### src/usb_ep_cfg.svh
// How it works
// - A SETUP token on endpoint 0 sets the hold-NAK flag and setup-token request.
// - Eight error-free setup bytes set setup-data-valid and fill the setup buffer.
// - Setup-token and setup-data-valid requests raise the interrupt when enabled.
// - Each good OUT with the expected toggle to an armed, unstalled control OUT endpoint sets its request and loads the received byte count.
// - Any write to the control OUT byte counter arms control OUT.
// - Writing one to hold-NAK clears it; status stage is then acknowledged.
// - Control endpoint answers STALL while hold-NAK and its stall flag are set.
// - Each host ACK of an armed control IN packet sets the control IN request; the status-stage packet does not.
// - Writing the control IN byte counter arms control IN.
// - Good IN token, armed, not stalled: data packet of the stored byte count.
// - Host ACK on a bulk IN sets its request and disarms the endpoint.
// - Writing a bulk IN byte count arms that endpoint.
// - Good IN token, unarmed, not stalled: NAK, except zero-length data on control IN once hold-NAK is clear.
// - Good IN token to a stalled endpoint: STALL, armed or not.
// - Good OUT to armed, unstalled bulk endpoint: ACK, and set its request only if its toggle is the expected one.
// - Any write to a bulk OUT byte count arms that endpoint.
// - Good OUT to unarmed, unstalled bulk endpoint: NAK.
// - Good OUT to a stalled bulk endpoint: STALL, armed or not.
// - Any token or OUT data error: no answer at all.
// - One DATA0/DATA1 toggle per endpoint and direction flips per good transfer.
// - Toggle override: select write, then set (sr=10) or clear (sr=01) write.
// - SET_ADDRESS is handled in hardware and stored in the function address.
`ifndef USB_EP_CFG_SVH
`define USB_EP_CFG_SVH

`define EP_CNT 6
`define A_IN_IRQ 8'ha9
`define A_OUT_IRQ 8'haa
`define A_BUS_IRQ 8'hab
`define A_IN_IEN 8'hac
`define A_OUT_IEN 8'had
`define A_BUS_IEN 8'hae
`define A_IN_CS_BASE 8'hb4
`define A_IN_BC_BASE 8'hb5
`define A_OUT_CS_BASE 8'hc4
`define A_OUT_BC_BASE 8'hc5
`define A_TOGCTL 8'hd7
`define A_FNADDR 8'hdb
`define A_PAIR 8'hdd
`define A_IN_VAL 8'hde
`define A_OUT_VAL 8'hdf
`define A_SETUP_TOP 5'h1d
`define B_EP0_STALL 0
`define B_HSNAK 1
`define B_INBSY 2
`define B_OUTBSY 3
`define B_DSTALL 4
`define B_CHGSET 5
`define B_CS_STL 0
`define B_CS_BSY 1
`define B_SUDAV 0
`define B_SUTOK 2
`define B_TOG_Q 7
`define B_TOG_S 6
`define B_TOG_R 5
`define B_TOG_IO 4
`define RST_OUT_BSY 6'h3e
`define RST_VAL 6'h01
`define SETUP_LEN 7'h08
`define REQ_SET_ADDR 8'h05
`define REQTYPE_STD_OUT 8'h00

`endif

### src/usb_ep_pkg.sv
package usb_ep_pkg;
  typedef enum logic [2:0] {
    RSP_NONE = 3'h0,
    RSP_ACK = 3'h1,
    RSP_NAK = 3'h2,
    RSP_STALL = 3'h3,
    RSP_DATA = 3'h4
  } resp_e;
  typedef enum logic [1:0] {
    TOK_OUT = 2'h0,
    TOK_IN = 2'h1,
    TOK_SETUP = 2'h2
  } tok_e;
  typedef enum logic [1:0] {
    ST_IDLE = 2'h0,
    ST_DATA = 2'h1,
    ST_WACK = 2'h2
  } xfer_state_e;
  typedef logic [6:0] count_t;
endpackage

### src/usb_endpoint_handshake_ctrl.sv
`timescale 1ns/1ps
`default_nettype none
`include "usb_ep_cfg.svh"
module usb_endpoint_handshake_ctrl (
  input wire logic CLK, // System clock
  input wire logic SYS_RST, // Hard reset, synchronous
  input wire logic USB_RST, // Bus reset pulse from packet engine
  input wire logic [7:0] REG_ADDR, // Register address
  input wire logic [7:0] REG_WDATA, // Register write data
  input wire logic REG_WR, // Write strobe
  input wire logic REG_RD, // Read strobe
  output logic [7:0] REG_RDATA, // Read data, cycle after strobe
  input wire logic TOK_VALID, // Token received pulse
  input wire logic [1:0] TOK_KIND, // OUT, IN or SETUP
  input wire logic [2:0] TOK_EP, // Token endpoint
  input wire logic TOK_ERR, // Token had an error
  input wire logic RX_BYTE_VALID, // Received data byte strobe
  input wire logic [7:0] RX_BYTE, // Received data byte
  input wire logic DATA_DONE, // Data packet end pulse
  input wire logic DATA_ERR, // Data packet had an error
  input wire logic DATA_PID1, // Data packet was DATA1
  input wire logic [6:0] DATA_COUNT, // Bytes in data packet
  input wire logic HOST_ACK, // Host ACKed our data packet
  input wire logic HOST_LOST, // No host handshake came
  output logic RESP_VALID, // Answer pulse
  output logic [2:0] RESP_CODE, // Answer kind
  output logic [6:0] RESP_LEN, // Data packet length
  output logic RESP_PID1, // Send DATA1
  output logic [6:0] FN_ADDR, // Function address
  output logic IRQ // Interrupt to processor
);
  // Stalled wins over armed, armed over NAK
  function automatic usb_ep_pkg::resp_e pick(input logic bsy,
                                             input logic stl,
                                             input usb_ep_pkg::resp_e ok);
    if (stl) begin
      return usb_ep_pkg::RSP_STALL;
    end else if (bsy) begin
      return ok;
    end
    return usb_ep_pkg::RSP_NAK;
  endfunction

  // Per-endpoint register decode: {hit, endpoint}
  function automatic logic [3:0] ep_of(input logic [7:0] a,
                                       input logic [7:0] base);
    logic [7:0] d;
    d = a - base;
    return {~d[0] & (d[7:1] < 7'(`EP_CNT)), d[3:1]};
  endfunction

  usb_ep_pkg::xfer_state_e st_q;
  logic [2:0] ep_q;
  logic kind_setup_q;
  logic status_q;
  logic [5:0] in_bsy_q;
  logic [5:0] in_stl_q;
  logic [5:0] out_bsy_q;
  logic [5:0] out_stl_q;
  logic [5:0] in_val_q;
  logic [5:0] out_val_q;
  logic [5:0] in_irq_q;
  logic [5:0] out_irq_q;
  logic [5:0] in_ien_q;
  logic [5:0] out_ien_q;
  logic [7:0] bus_ien_q;
  logic sudav_q;
  logic sutok_q;
  logic hsnak_q;
  logic ep0_stall_q;
  logic dstall_q;
  logic chgset_q;
  logic [7:0] pair_q;
  usb_ep_pkg::count_t in_bc_q [0:5];
  usb_ep_pkg::count_t out_bc_q [0:5];
  logic [6:0] fn_addr_q;

  logic tok_ok;
  logic tok_in;
  logic tok_out;
  logic tok_setup;
  logic stall0;
  logic in_sent;
  logic in_acked;
  logic out_take;
  logic setup_good;
  logic tog;
  logic [7:0] tog_rdata;
  logic [7:0] setup_rdata;
  logic set_addr_hit;
  logic [6:0] set_addr_val;
  logic [3:0] wr_in_cs;
  logic [3:0] wr_in_bc;
  logic [3:0] wr_out_cs;
  logic [3:0] wr_out_bc;
  logic [3:0] rd_in_cs;
  logic [3:0] rd_in_bc;
  logic [3:0] rd_out_cs;
  logic [3:0] rd_out_bc;
  logic bus_rst;
  usb_ep_pkg::resp_e resp_d;
  usb_ep_pkg::count_t len_d;
  logic fire_d;

  assign bus_rst = SYS_RST | USB_RST;
  assign wr_in_cs = ep_of(REG_ADDR, `A_IN_CS_BASE);
  assign wr_in_bc = ep_of(REG_ADDR, `A_IN_BC_BASE);
  assign wr_out_cs = ep_of(REG_ADDR, `A_OUT_CS_BASE);
  assign wr_out_bc = ep_of(REG_ADDR, `A_OUT_BC_BASE);
  assign rd_in_cs = wr_in_cs;
  assign rd_in_bc = wr_in_bc;
  assign rd_out_cs = wr_out_cs;
  assign rd_out_bc = wr_out_bc;

  // Token qualification; disabled endpoints stay silent, except SETUP on endpoint 0
  assign tok_in = TOK_KIND == usb_ep_pkg::TOK_IN;
  assign tok_out = TOK_KIND == usb_ep_pkg::TOK_OUT;
  assign tok_setup = (TOK_KIND == usb_ep_pkg::TOK_SETUP) && (TOK_EP == 3'h0);
  assign tok_ok = TOK_VALID && !TOK_ERR && (st_q == usb_ep_pkg::ST_IDLE) &&
                  (TOK_EP < 3'(`EP_CNT)) &&
                  ((tok_in && in_val_q[TOK_EP]) ||
                   (tok_out && out_val_q[TOK_EP]) || tok_setup);
  assign stall0 = hsnak_q & (ep0_stall_q | dstall_q);

  // Answer decision for IN tokens and finished OUT or setup data
  always_comb begin
    resp_d = usb_ep_pkg::RSP_NONE;
    len_d = 7'h00;
    fire_d = 1'b0;
    in_sent = 1'b0;
    out_take = 1'b0;
    setup_good = 1'b0;
    if (tok_ok && tok_in) begin
      fire_d = 1'b1;
      len_d = in_bc_q[TOK_EP];
      if (TOK_EP == 3'h0) begin
        if (stall0) begin
          resp_d = usb_ep_pkg::RSP_STALL;
        end else if (in_bsy_q[0] || !hsnak_q) begin
          resp_d = usb_ep_pkg::RSP_DATA;
          len_d = in_bsy_q[0] ? in_bc_q[0] : 7'h00;
        end else begin
          resp_d = usb_ep_pkg::RSP_NAK;
        end
      end else begin
        resp_d = pick(in_bsy_q[TOK_EP], in_stl_q[TOK_EP],
                      usb_ep_pkg::RSP_DATA);
      end
      in_sent = resp_d == usb_ep_pkg::RSP_DATA;
    end else if (st_q == usb_ep_pkg::ST_DATA && DATA_DONE && !DATA_ERR) begin
      fire_d = 1'b1;
      if (kind_setup_q) begin
        resp_d = usb_ep_pkg::RSP_ACK;
        setup_good = DATA_COUNT == `SETUP_LEN;
      end else if (ep_q == 3'h0) begin
        if (stall0) begin
          resp_d = usb_ep_pkg::RSP_STALL;
        end else if (out_bsy_q[0] || !hsnak_q) begin
          resp_d = usb_ep_pkg::RSP_ACK;
          out_take = out_bsy_q[0] && (DATA_PID1 == tog);
        end else begin
          resp_d = usb_ep_pkg::RSP_NAK;
        end
      end else begin
        resp_d = pick(out_bsy_q[ep_q], out_stl_q[ep_q],
                      usb_ep_pkg::RSP_ACK);
        // A repeated packet is ACKed again but not taken twice
        out_take = (resp_d == usb_ep_pkg::RSP_ACK) && (DATA_PID1 == tog);
      end
    end
  end

  assign in_acked = (st_q == usb_ep_pkg::ST_WACK) && HOST_ACK;

  // Transaction sequencing; data errors end it with no answer
  always_ff @(posedge CLK) begin
    if (bus_rst) begin
      st_q <= usb_ep_pkg::ST_IDLE;
      ep_q <= 3'h0;
      kind_setup_q <= 1'b0;
      status_q <= 1'b0;
    end else begin
      unique case (st_q)
        usb_ep_pkg::ST_IDLE: begin
          if (tok_ok && !tok_in) begin
            st_q <= usb_ep_pkg::ST_DATA;
            ep_q <= TOK_EP;
            kind_setup_q <= tok_setup;
          end else if (in_sent) begin
            st_q <= usb_ep_pkg::ST_WACK;
            ep_q <= TOK_EP;
            status_q <= (TOK_EP == 3'h0) && !in_bsy_q[0];
          end
        end
        usb_ep_pkg::ST_DATA: begin
          if (DATA_DONE) begin
            st_q <= usb_ep_pkg::ST_IDLE;
          end
        end
        usb_ep_pkg::ST_WACK: begin
          if (HOST_ACK || HOST_LOST) begin
            st_q <= usb_ep_pkg::ST_IDLE;
          end
        end
        default: begin
          st_q <= usb_ep_pkg::ST_IDLE;
        end
      endcase
    end
  end

  // Answer outputs, one-cycle pulse
  always_ff @(posedge CLK) begin
    if (bus_rst) begin
      RESP_VALID <= 1'b0;
      RESP_CODE <= usb_ep_pkg::RSP_NONE;
      RESP_LEN <= 7'h00;
      RESP_PID1 <= 1'b0;
    end else begin
      RESP_VALID <= fire_d;
      RESP_CODE <= resp_d;
      RESP_LEN <= len_d;
      RESP_PID1 <= tog;
    end
  end

  // Control endpoint flags; hardware sets beat firmware clears
  always_ff @(posedge CLK) begin
    if (bus_rst) begin
      hsnak_q <= 1'b0;
      ep0_stall_q <= 1'b0;
      dstall_q <= 1'b0;
      chgset_q <= 1'b0;
    end else if (tok_ok && tok_setup) begin
      hsnak_q <= 1'b1;
      ep0_stall_q <= 1'b0;
      dstall_q <= 1'b0;
      chgset_q <= chgset_q | sudav_q;
    end else if (REG_WR && REG_ADDR == `A_IN_CS_BASE) begin
      ep0_stall_q <= REG_WDATA[`B_EP0_STALL];
      dstall_q <= REG_WDATA[`B_DSTALL];
      if (REG_WDATA[`B_HSNAK]) begin
        hsnak_q <= 1'b0;
      end
      if (REG_WDATA[`B_CHGSET]) begin
        chgset_q <= 1'b0;
      end
    end
  end

  // Arm, stall and byte-count state per endpoint
  always_ff @(posedge CLK) begin
    if (bus_rst) begin
      in_bsy_q <= 6'h00;
      in_stl_q <= 6'h00;
    end else begin
      if (in_acked) begin
        in_bsy_q[ep_q] <= 1'b0;
      end
      if (REG_WR && wr_in_cs[3] && wr_in_cs[2:0] != 3'h0) begin
        in_stl_q[wr_in_cs[2:0]] <= REG_WDATA[`B_CS_STL];
        if (REG_WDATA[`B_CS_BSY]) begin
          in_bsy_q[wr_in_cs[2:0]] <= 1'b0;
        end
      end
      if (REG_WR && wr_in_bc[3]) begin
        in_bsy_q[wr_in_bc[2:0]] <= 1'b1;
      end
    end
  end

  always_ff @(posedge CLK) begin
    if (SYS_RST) begin
      out_bsy_q <= `RST_OUT_BSY;
      out_stl_q <= 6'h00;
    end else begin
      if (out_take) begin
        out_bsy_q[ep_q] <= 1'b0;
      end
      if (REG_WR && wr_out_cs[3] && wr_out_cs[2:0] != 3'h0) begin
        out_stl_q[wr_out_cs[2:0]] <= REG_WDATA[`B_CS_STL];
        if (REG_WDATA[`B_CS_BSY]) begin
          out_bsy_q[wr_out_cs[2:0]] <= 1'b0;
        end
      end
      if (REG_WR && wr_out_bc[3]) begin
        out_bsy_q[wr_out_bc[2:0]] <= 1'b1;
      end
    end
  end

  always_ff @(posedge CLK) begin
    if (SYS_RST) begin
      for (int i = 0; i < `EP_CNT; i++) begin
        in_bc_q[i] <= 7'h00;
        out_bc_q[i] <= 7'h00;
      end
    end else begin
      if (REG_WR && wr_in_bc[3]) begin
        in_bc_q[wr_in_bc[2:0]] <= REG_WDATA[6:0];
      end
      if (out_take) begin
        out_bc_q[ep_q] <= DATA_COUNT;
      end
    end
  end

  // Request flags stay set until firmware writes ones
  always_ff @(posedge CLK) begin
    if (SYS_RST) begin
      in_irq_q <= 6'h00;
      out_irq_q <= 6'h00;
      sudav_q <= 1'b0;
      sutok_q <= 1'b0;
    end else begin
      if (REG_WR && REG_ADDR == `A_IN_IRQ) begin
        in_irq_q <= in_irq_q & ~REG_WDATA[5:0];
      end
      if (REG_WR && REG_ADDR == `A_OUT_IRQ) begin
        out_irq_q <= out_irq_q & ~REG_WDATA[5:0];
      end
      if (REG_WR && REG_ADDR == `A_BUS_IRQ) begin
        sudav_q <= sudav_q & ~REG_WDATA[`B_SUDAV];
        sutok_q <= sutok_q & ~REG_WDATA[`B_SUTOK];
      end
      if (in_acked && !status_q) begin
        in_irq_q[ep_q] <= 1'b1;
      end
      if (out_take) begin
        out_irq_q[ep_q] <= 1'b1;
      end
      if (tok_ok && tok_setup) begin
        sutok_q <= 1'b1;
      end
      if (setup_good) begin
        sudav_q <= 1'b1;
      end
    end
  end

  // Plain read/write configuration
  always_ff @(posedge CLK) begin
    if (SYS_RST) begin
      in_ien_q <= 6'h00;
      out_ien_q <= 6'h00;
      bus_ien_q <= 8'h00;
      in_val_q <= `RST_VAL;
      out_val_q <= `RST_VAL;
      pair_q <= 8'h00;
    end else if (REG_WR) begin
      unique case (REG_ADDR)
        `A_IN_IEN: in_ien_q <= REG_WDATA[5:0];
        `A_OUT_IEN: out_ien_q <= REG_WDATA[5:0];
        `A_BUS_IEN: bus_ien_q <= REG_WDATA;
        `A_IN_VAL: in_val_q <= REG_WDATA[5:0];
        `A_OUT_VAL: out_val_q <= REG_WDATA[5:0];
        `A_PAIR: pair_q <= REG_WDATA;
        default: ;
      endcase
    end
  end

  // Address applied only after the status stage is ACKed
  always_ff @(posedge CLK) begin
    if (bus_rst) begin
      fn_addr_q <= 7'h00;
    end else if (in_acked && status_q && set_addr_hit) begin
      fn_addr_q <= set_addr_val;
    end
  end

  always_ff @(posedge CLK) begin
    if (SYS_RST) begin
      IRQ <= 1'b0;
      FN_ADDR <= 7'h00;
    end else begin
      IRQ <= |(in_irq_q & in_ien_q) | |(out_irq_q & out_ien_q) |
             (sudav_q & bus_ien_q[`B_SUDAV]) |
             (sutok_q & bus_ien_q[`B_SUTOK]);
      FN_ADDR <= fn_addr_q;
    end
  end

  // Read data for one cycle only; unmapped reads give zero
  always_ff @(posedge CLK) begin
    if (SYS_RST || !REG_RD) begin
      REG_RDATA <= 8'h00;
    end else if (REG_ADDR == `A_IN_CS_BASE) begin
      REG_RDATA <= {2'b00, chgset_q, dstall_q, out_bsy_q[0], in_bsy_q[0],
                    hsnak_q, ep0_stall_q};
    end else if (rd_in_cs[3]) begin
      REG_RDATA <= {6'h00, in_bsy_q[rd_in_cs[2:0]], in_stl_q[rd_in_cs[2:0]]};
    end else if (rd_out_cs[3]) begin
      REG_RDATA <= {6'h00, out_bsy_q[rd_out_cs[2:0]],
                    out_stl_q[rd_out_cs[2:0]]};
    end else if (rd_in_bc[3]) begin
      REG_RDATA <= {1'b0, in_bc_q[rd_in_bc[2:0]]};
    end else if (rd_out_bc[3]) begin
      REG_RDATA <= {1'b0, out_bc_q[rd_out_bc[2:0]]};
    end else if (REG_ADDR[7:3] == `A_SETUP_TOP) begin
      REG_RDATA <= setup_rdata;
    end else begin
      unique case (REG_ADDR)
        `A_IN_IRQ: REG_RDATA <= {2'b00, in_irq_q};
        `A_OUT_IRQ: REG_RDATA <= {2'b00, out_irq_q};
        `A_BUS_IRQ: REG_RDATA <= {5'h00, sutok_q, 1'b0, sudav_q};
        `A_IN_IEN: REG_RDATA <= {2'b00, in_ien_q};
        `A_OUT_IEN: REG_RDATA <= {2'b00, out_ien_q};
        `A_BUS_IEN: REG_RDATA <= bus_ien_q;
        `A_IN_VAL: REG_RDATA <= {2'b00, in_val_q};
        `A_OUT_VAL: REG_RDATA <= {2'b00, out_val_q};
        `A_PAIR: REG_RDATA <= pair_q;
        `A_TOGCTL: REG_RDATA <= tog_rdata;
        `A_FNADDR: REG_RDATA <= {1'b0, fn_addr_q};
        default: REG_RDATA <= 8'h00;
      endcase
    end
  end

  // Toggle bank queried for the live transaction
  usb_toggle_bank u_tog (
    .clk(CLK),
    .rst(bus_rst),
    .ctl_we(REG_WR && REG_ADDR == `A_TOGCTL),
    .ctl_wdata(REG_WDATA),
    .flip(in_acked || out_take),
    .flip_in(in_acked),
    .flip_ep(ep_q),
    .setup0(tok_ok && tok_setup),
    .qry_in(st_q == usb_ep_pkg::ST_IDLE),
    .qry_ep(st_q == usb_ep_pkg::ST_IDLE ? TOK_EP : ep_q),
    .tog(tog),
    .ctl_rdata(tog_rdata)
  );

  usb_setup_store u_setup (
    .clk(CLK),
    .rst(SYS_RST),
    .restart(tok_ok && tok_setup),
    .wr(RX_BYTE_VALID && st_q == usb_ep_pkg::ST_DATA && kind_setup_q),
    .wdata(RX_BYTE),
    .rd_idx(REG_ADDR[2:0]),
    .rd_data(setup_rdata),
    .set_addr_hit(set_addr_hit),
    .set_addr_val(set_addr_val)
  );
endmodule
`default_nettype wire

### src/usb_setup_store.sv
`timescale 1ns/1ps
`default_nettype none
`include "usb_ep_cfg.svh"
module usb_setup_store (
  input wire logic clk, // System clock
  input wire logic rst, // Hard reset
  input wire logic restart, // New setup token
  input wire logic wr, // Setup byte strobe
  input wire logic [7:0] wdata, // Setup byte
  input wire logic [2:0] rd_idx, // Byte index for reads
  output logic [7:0] rd_data, // Selected byte
  output logic set_addr_hit, // Request is SET_ADDRESS
  output logic [6:0] set_addr_val // Address it carries
);
  logic [7:0] mem_q [0:7];
  logic [3:0] idx_q;

  // Extra bytes beyond eight are dropped, never wrap
  always_ff @(posedge clk) begin
    if (rst) begin
      idx_q <= 4'h0;
      for (int i = 0; i < 8; i++) begin
        mem_q[i] <= 8'h00;
      end
    end else if (restart) begin
      idx_q <= 4'h0;
    end else if (wr && !idx_q[3]) begin
      mem_q[idx_q[2:0]] <= wdata;
      idx_q <= idx_q + 4'h1;
    end
  end

  assign rd_data = mem_q[rd_idx];
  assign set_addr_hit = (mem_q[0] == `REQTYPE_STD_OUT) &&
                        (mem_q[1] == `REQ_SET_ADDR);
  assign set_addr_val = mem_q[2][6:0];
endmodule
`default_nettype wire

### src/usb_toggle_bank.sv
`timescale 1ns/1ps
`default_nettype none
`include "usb_ep_cfg.svh"
module usb_toggle_bank (
  input wire logic clk, // System clock
  input wire logic rst, // Hard or bus reset
  input wire logic ctl_we, // Toggle control register write
  input wire logic [7:0] ctl_wdata, // Written value
  input wire logic flip, // Good transfer finished
  input wire logic flip_in, // Direction of that transfer
  input wire logic [2:0] flip_ep, // Endpoint of that transfer
  input wire logic setup0, // Setup seen on endpoint 0
  input wire logic qry_in, // Queried direction
  input wire logic [2:0] qry_ep, // Queried endpoint
  output logic tog, // Expected PID, 1 is DATA1
  output logic [7:0] ctl_rdata // Toggle control readback
);
  logic [7:0] in_tog_q;
  logic [7:0] out_tog_q;
  logic sel_in_q;
  logic [2:0] sel_ep_q;
  logic do_set;
  logic do_clr;

  // Any write selects; set and clear act on the written endpoint
  assign do_set = ctl_we & ctl_wdata[`B_TOG_S] & ~ctl_wdata[`B_TOG_R];
  assign do_clr = ctl_we & ctl_wdata[`B_TOG_R] & ~ctl_wdata[`B_TOG_S];

  always_ff @(posedge clk) begin
    if (rst) begin
      sel_in_q <= 1'b0;
      sel_ep_q <= 3'h0;
    end else if (ctl_we) begin
      sel_in_q <= ctl_wdata[`B_TOG_IO];
      sel_ep_q <= ctl_wdata[2:0];
    end
  end

  // Firmware override placed last so it beats a same-cycle flip
  always_ff @(posedge clk) begin
    if (rst) begin
      in_tog_q <= 8'h00;
      out_tog_q <= 8'h00;
    end else begin
      if (flip && flip_in) begin
        in_tog_q[flip_ep] <= ~in_tog_q[flip_ep];
      end
      if (flip && !flip_in) begin
        out_tog_q[flip_ep] <= ~out_tog_q[flip_ep];
      end
      if (setup0) begin
        in_tog_q[0] <= 1'b1;
        out_tog_q[0] <= 1'b1;
      end
      if (do_set || do_clr) begin
        if (ctl_wdata[`B_TOG_IO]) begin
          in_tog_q[ctl_wdata[2:0]] <= do_set;
        end else begin
          out_tog_q[ctl_wdata[2:0]] <= do_set;
        end
      end
    end
  end

  assign tog = qry_in ? in_tog_q[qry_ep] : out_tog_q[qry_ep];
  assign ctl_rdata = {(sel_in_q ? in_tog_q[sel_ep_q] : out_tog_q[sel_ep_q]),
                      2'b00, sel_in_q, 1'b0, sel_ep_q};
endmodule
`default_nettype wire

### config.mk
export PLATFORM = sky130hd
export DESIGN_NAME = usb_endpoint_handshake_ctrl
export DESIGN_NICKNAME = d
export VERILOG_FILES = /design/src/usb_ep_pkg.sv /design/src/usb_endpoint_handshake_ctrl.sv /design/src/usb_setup_store.sv /design/src/usb_toggle_bank.sv
export VERILOG_INCLUDE_DIRS = /design/src /design/src/src
export SDC_FILE = /design/constraint.sdc
export NUM_CORES = 1
export LEC_CHECK = 0
export BUFFER_PORTS_ARGS = -buffer_cell sky130_fd_sc_hd__clkbuf_2
export CAP_MARGIN = 25
export CORE_MARGIN = 1.5
export CORE_UTILIZATION = 62
export DETAILED_ROUTE_END_ITERATION = 6
export PLACE_DENSITY = 0.8
export SLEW_MARGIN = 20
export SYNTH_ARGS = -nofsm -noshare
export SYNTH_HDL_FRONTEND = slang
export SYNTH_SLANG_ARGS = --single-unit
### constraint.sdc
create_clock -name CLK -period 5.3 [get_ports CLK]
set_input_delay 0.265 -clock CLK [delete_from_list [all_inputs] [get_ports CLK]]
set_output_delay 0.265 -clock CLK [all_outputs]
set_load 0.02 [all_outputs]
==> key figures <==
Floorplan
  – Die height: 164 um
  – Io pins: 77
  – Row cnt: 58
  – Die area: 0.0269 mm^2
  – Initial Util: 63.5%
  – Chip Width: 164 um
  – Area of the core: 0.0253 mm^2

Timing
  – Final hold violations: 0
  – Setup TNS: 0 ns
  – Setup Viol. Count Final: 0
  – Clk_skew: 0.0221 ns
  – Rel. slew slack: 36.1%
  – Fmax: 296 MHz
  – Unrepaired setup endpoints after global routing: no
  – WHS: 0.0122 ns
  – Tmin final: 3.38 ns
  – Least-Margin Pin Slew: 0.948 ns
  – Period utilization: 63.8%
  – Max Slew Vio Count: 0

Route
  – Via density per instance: 6.79
  – Post-route ant nets: 0
  – Initial DRC count: 1928
  – DR WL/cell: 24.2 um
  – Total number of vias: 13.6k
  – DRC violations left: 0
  – Detailed Routing Iterations Pass 1: 6
  – Routed WL: 48.7 mm

Power
  – Sw Share: 23.9%
  – Internal power: 4.31 mW
  – Clk pwr share: 44.3%
  – Seq pwr share: 48.3%
  – P per Cell Area: 315 mW/mm^2
  – Combinational Power Share: 7.4%
  – Maximum VDD drop: 329 uV
  – Sw power: 1.35 mW
  – Leakage Power: 6.55 nW

Logic synthesis
  – Register area share after synthesis: 51.3%
  – Post-synth cell types: 70
  – Async S/R FF share, synth: 0%
  – Synth Area in XOR/XNOR: 0.218%
  – Top-area cell type share of the netlist area: 32.9%
  – Main area contributors after synthesis: edfxtp_1 (33%), dfxtp_1 (18%), mux4_2 (5.6%), nand2_1 (4.1%), a21oi_1 (3.5%)
  – Compound-Gate Fraction of Synth Area: 14.7%
  – Largest family of logic cells by synthesized area: simple AND/OR/NAND/NOR gates
  – Top cell type by total area after synthesis: edfxtp_1
  – Simple-gate share of the synthesized area: 20.5%
  – FF+latch count, synth: 324
  – Mapped Area: 0.0161 mm^2
  – Syn Inst Count: 1600
  – Post-synth EDFFs: 176
  – Synth Area in Adders: 0.856%
  – Main synth FF type: edfxtp_1
  – Syn avg cell area: 10.1 um^2
  – Synth Warn #: 0
  – Multiplexer share of the synthesized area: 8.75%

Placement
  – DP Area: 0.0167 mm^2
  – Post-DP HPWL: 33.4 mm
  – Placed cells: 1942
  – Port buffer count: 76
  – RePlAce Congestion: 0.988

Worst setup path
  – Critical path capture point type: flop
  – CP startpoint kind: flop
  – R2r endpoint: out_bc_q[2][2]$_SDFFCE_PN0P_
  – Critical Path RT: 5.69 ns
  – Reg-to-Reg Start: ep_q[0]$_SDFFE_PP0P_
  – CP endpoint: out_bc_q[2][2]$_SDFFCE_PN0P_
  – Worst R2R Setup Slack: 1.92 ns
  – CP max FO: 37
  – Critical Path Source: ep_q[0]$_SDFFE_PP0P_
  – Worst EP arrival: 3.77 ns
  – Reg2reg path depth: 8
  – CP Class: reg -> reg

Layout
  – Fraction of layout instances using a drive strength above 1: 13.7%
  – Final nets: 1713
  – Area delta synth->final: 11.6%
  – Commonest non-fill, non-tap cell in the layout: nand2_1
  – Design Area, Final: 0.0180 mm^2
  – Most frequent cells in the layout: nand2_1 (177), edfxtp_1 (176), dfxtp_1 (148), nor2_1 (145), a21oi_1 (111)
  – Finished Layout Cells: 2009

CTS
  – CTS tree: done
  – Clk_lat worst skew: 0.54 ns
  – CTS buffer count: 35
  – Clk sinks: 324
  – CTS max path bufs: 3
  – H-tree depth: 2
  – Reg clk slew, reported paths: 0.07 ns
  – Root buffer cell: clkbuf_16

GRT
  – Total GRT Usage: 36.5%
  – Vias in the first global route: 12.7k
  – GRT busiest layer: met2
  – Met2 usage: 56.4%
  – Met3 GRT Util: 9.65%
  – First-pass GRT wire length: 73.9 mm
  – Largest net degree at the start of global routing: 65
  – Grt ovf: 0
  – Initial antenna violation count: 1
  – GR Util met1: 48.5%

Outcome
  – Status: complete, no violations

Worst hold path
  – HP Class: in -> reg

Flow run
  – Max-Cap Viols: 0
what timing repair did:
item                       CTS  global route
hold buffers                 1             0
setup buffers                0             0
hold endpoints to repair     1             0
setup endpoints to repair    0             0
gates resized for setup      0             0
layer usage:
| metal | part of all wire [%] | wire, um |
|---|---|---|
| met1 | 37 | 18100 |
| met2 | 45 | 22100 |
| met3 | 13 | 6220 |
| met4 | 4.8 | 2340 |
| met5 | 0 | 0 |
per-stage QoR:
stage	setup slack [ns]	utilization, %	power (mW)
floorplan	1.49	-	3.03
global placement	1.42	65.9	3.18
detailed placement	1.55	66.0	3.19
CTS	1.61	70.7	5.65
global route	1.73	70.9	5.80
finish	1.92	70.9	5.66
Yosys cell counts, types with 21 or more instances:
cell type / n
nand3_1: 89
a22oi_1: 33
mux2i_1: 45
mux4_2: 40
clkbuf_1: 94
nand2_1: 177
edfxtp_1: 176
o21ai_0: 47
inv_1: 21
a21oi_1: 111
o22ai_1: 27
dfxtp_1: 148
nor3_1: 32
and3_1: 58
and2_1: 75
nor2_1: 145
registers in the layout, summed over array words and instances (netlist names), 7 cells and up:
name	cells
out_bc_q	56
FN_ADDR	7
REG_RDATA	8
in_bc_q	56
u_setup.mem_q	64
bus_ien_q	8
RESP_LEN	7
pair_q	8
u_tog.in_tog_q	8
fn_addr_q	7
u_tog.out_tog_q	8
worst min path at each step:
stage	cells after the start	from	slack, ns	to
floorplan	2	REG_WDATA[7]	0.41	bus_ien_q[7]$_SDFFE_PP0P_
global placement	2	pair_q[4]$_SDFFE_PP0P_	0.44	pair_q[4]$_SDFFE_PP0P_
CTS	4	HOST_LOST	0.01	st_q[1]$_SDFFE_PP0P_
finish	4	HOST_LOST	0.01	st_q[1]$_SDFFE_PP0P_
global route	3	DATA_DONE	0.01	st_q[0]$_SDFFE_PP0P_
detailed placement	2	bus_ien_q[7]$_SDFFE_PP0P_	0.45	bus_ien_q[7]$_SDFFE_PP0P_
power by group through the flow:
stage / clock network, mW / registers, mW / logic, mW
detailed placement: 0 / 2.79 / 0.401
finish: 2.51 / 2.74 / 0.419
global placement: 0 / 2.78 / 0.394
floorplan: 0 / 2.77 / 0.260
CTS: 2.51 / 2.73 / 0.405
global route: 2.61 / 2.74 / 0.443
cells by family after synthesis:
group,after synthesis
AO/OA/AOI/OAI,361
flip-flops,324
multiplexers,90
other,1
buffers and inverters,143
AND/OR/NAND/NOR,666
adder cells (fa/ha/maj),11
XOR/XNOR,4
final cells by class:
cell class / count / area, um^2
inverters: 22 / 82.6
clock buffers: 47 / 1020
repair buffers: 110 / 647
well taps: 330 / 413
flip-flops and latches: 324 / 8250
diodes: 1 / 2.50
multi-input cells: 1160 / 7370
clock inverters: 15 / 163
fillers: 1860 / 7370
critical path: stages, from the launching register on:
cell and delay, ns:
dfxtp_1 0.72, o21a_1 0.26, nor2_2 0.06, mux4_2 0.41, and3b_1 0.23, or3_4 0.38
a21oi_4 0.32, and2_2 0.57, and3_1 0.26
Note: power is estimated with default switching activity, not from simulation.
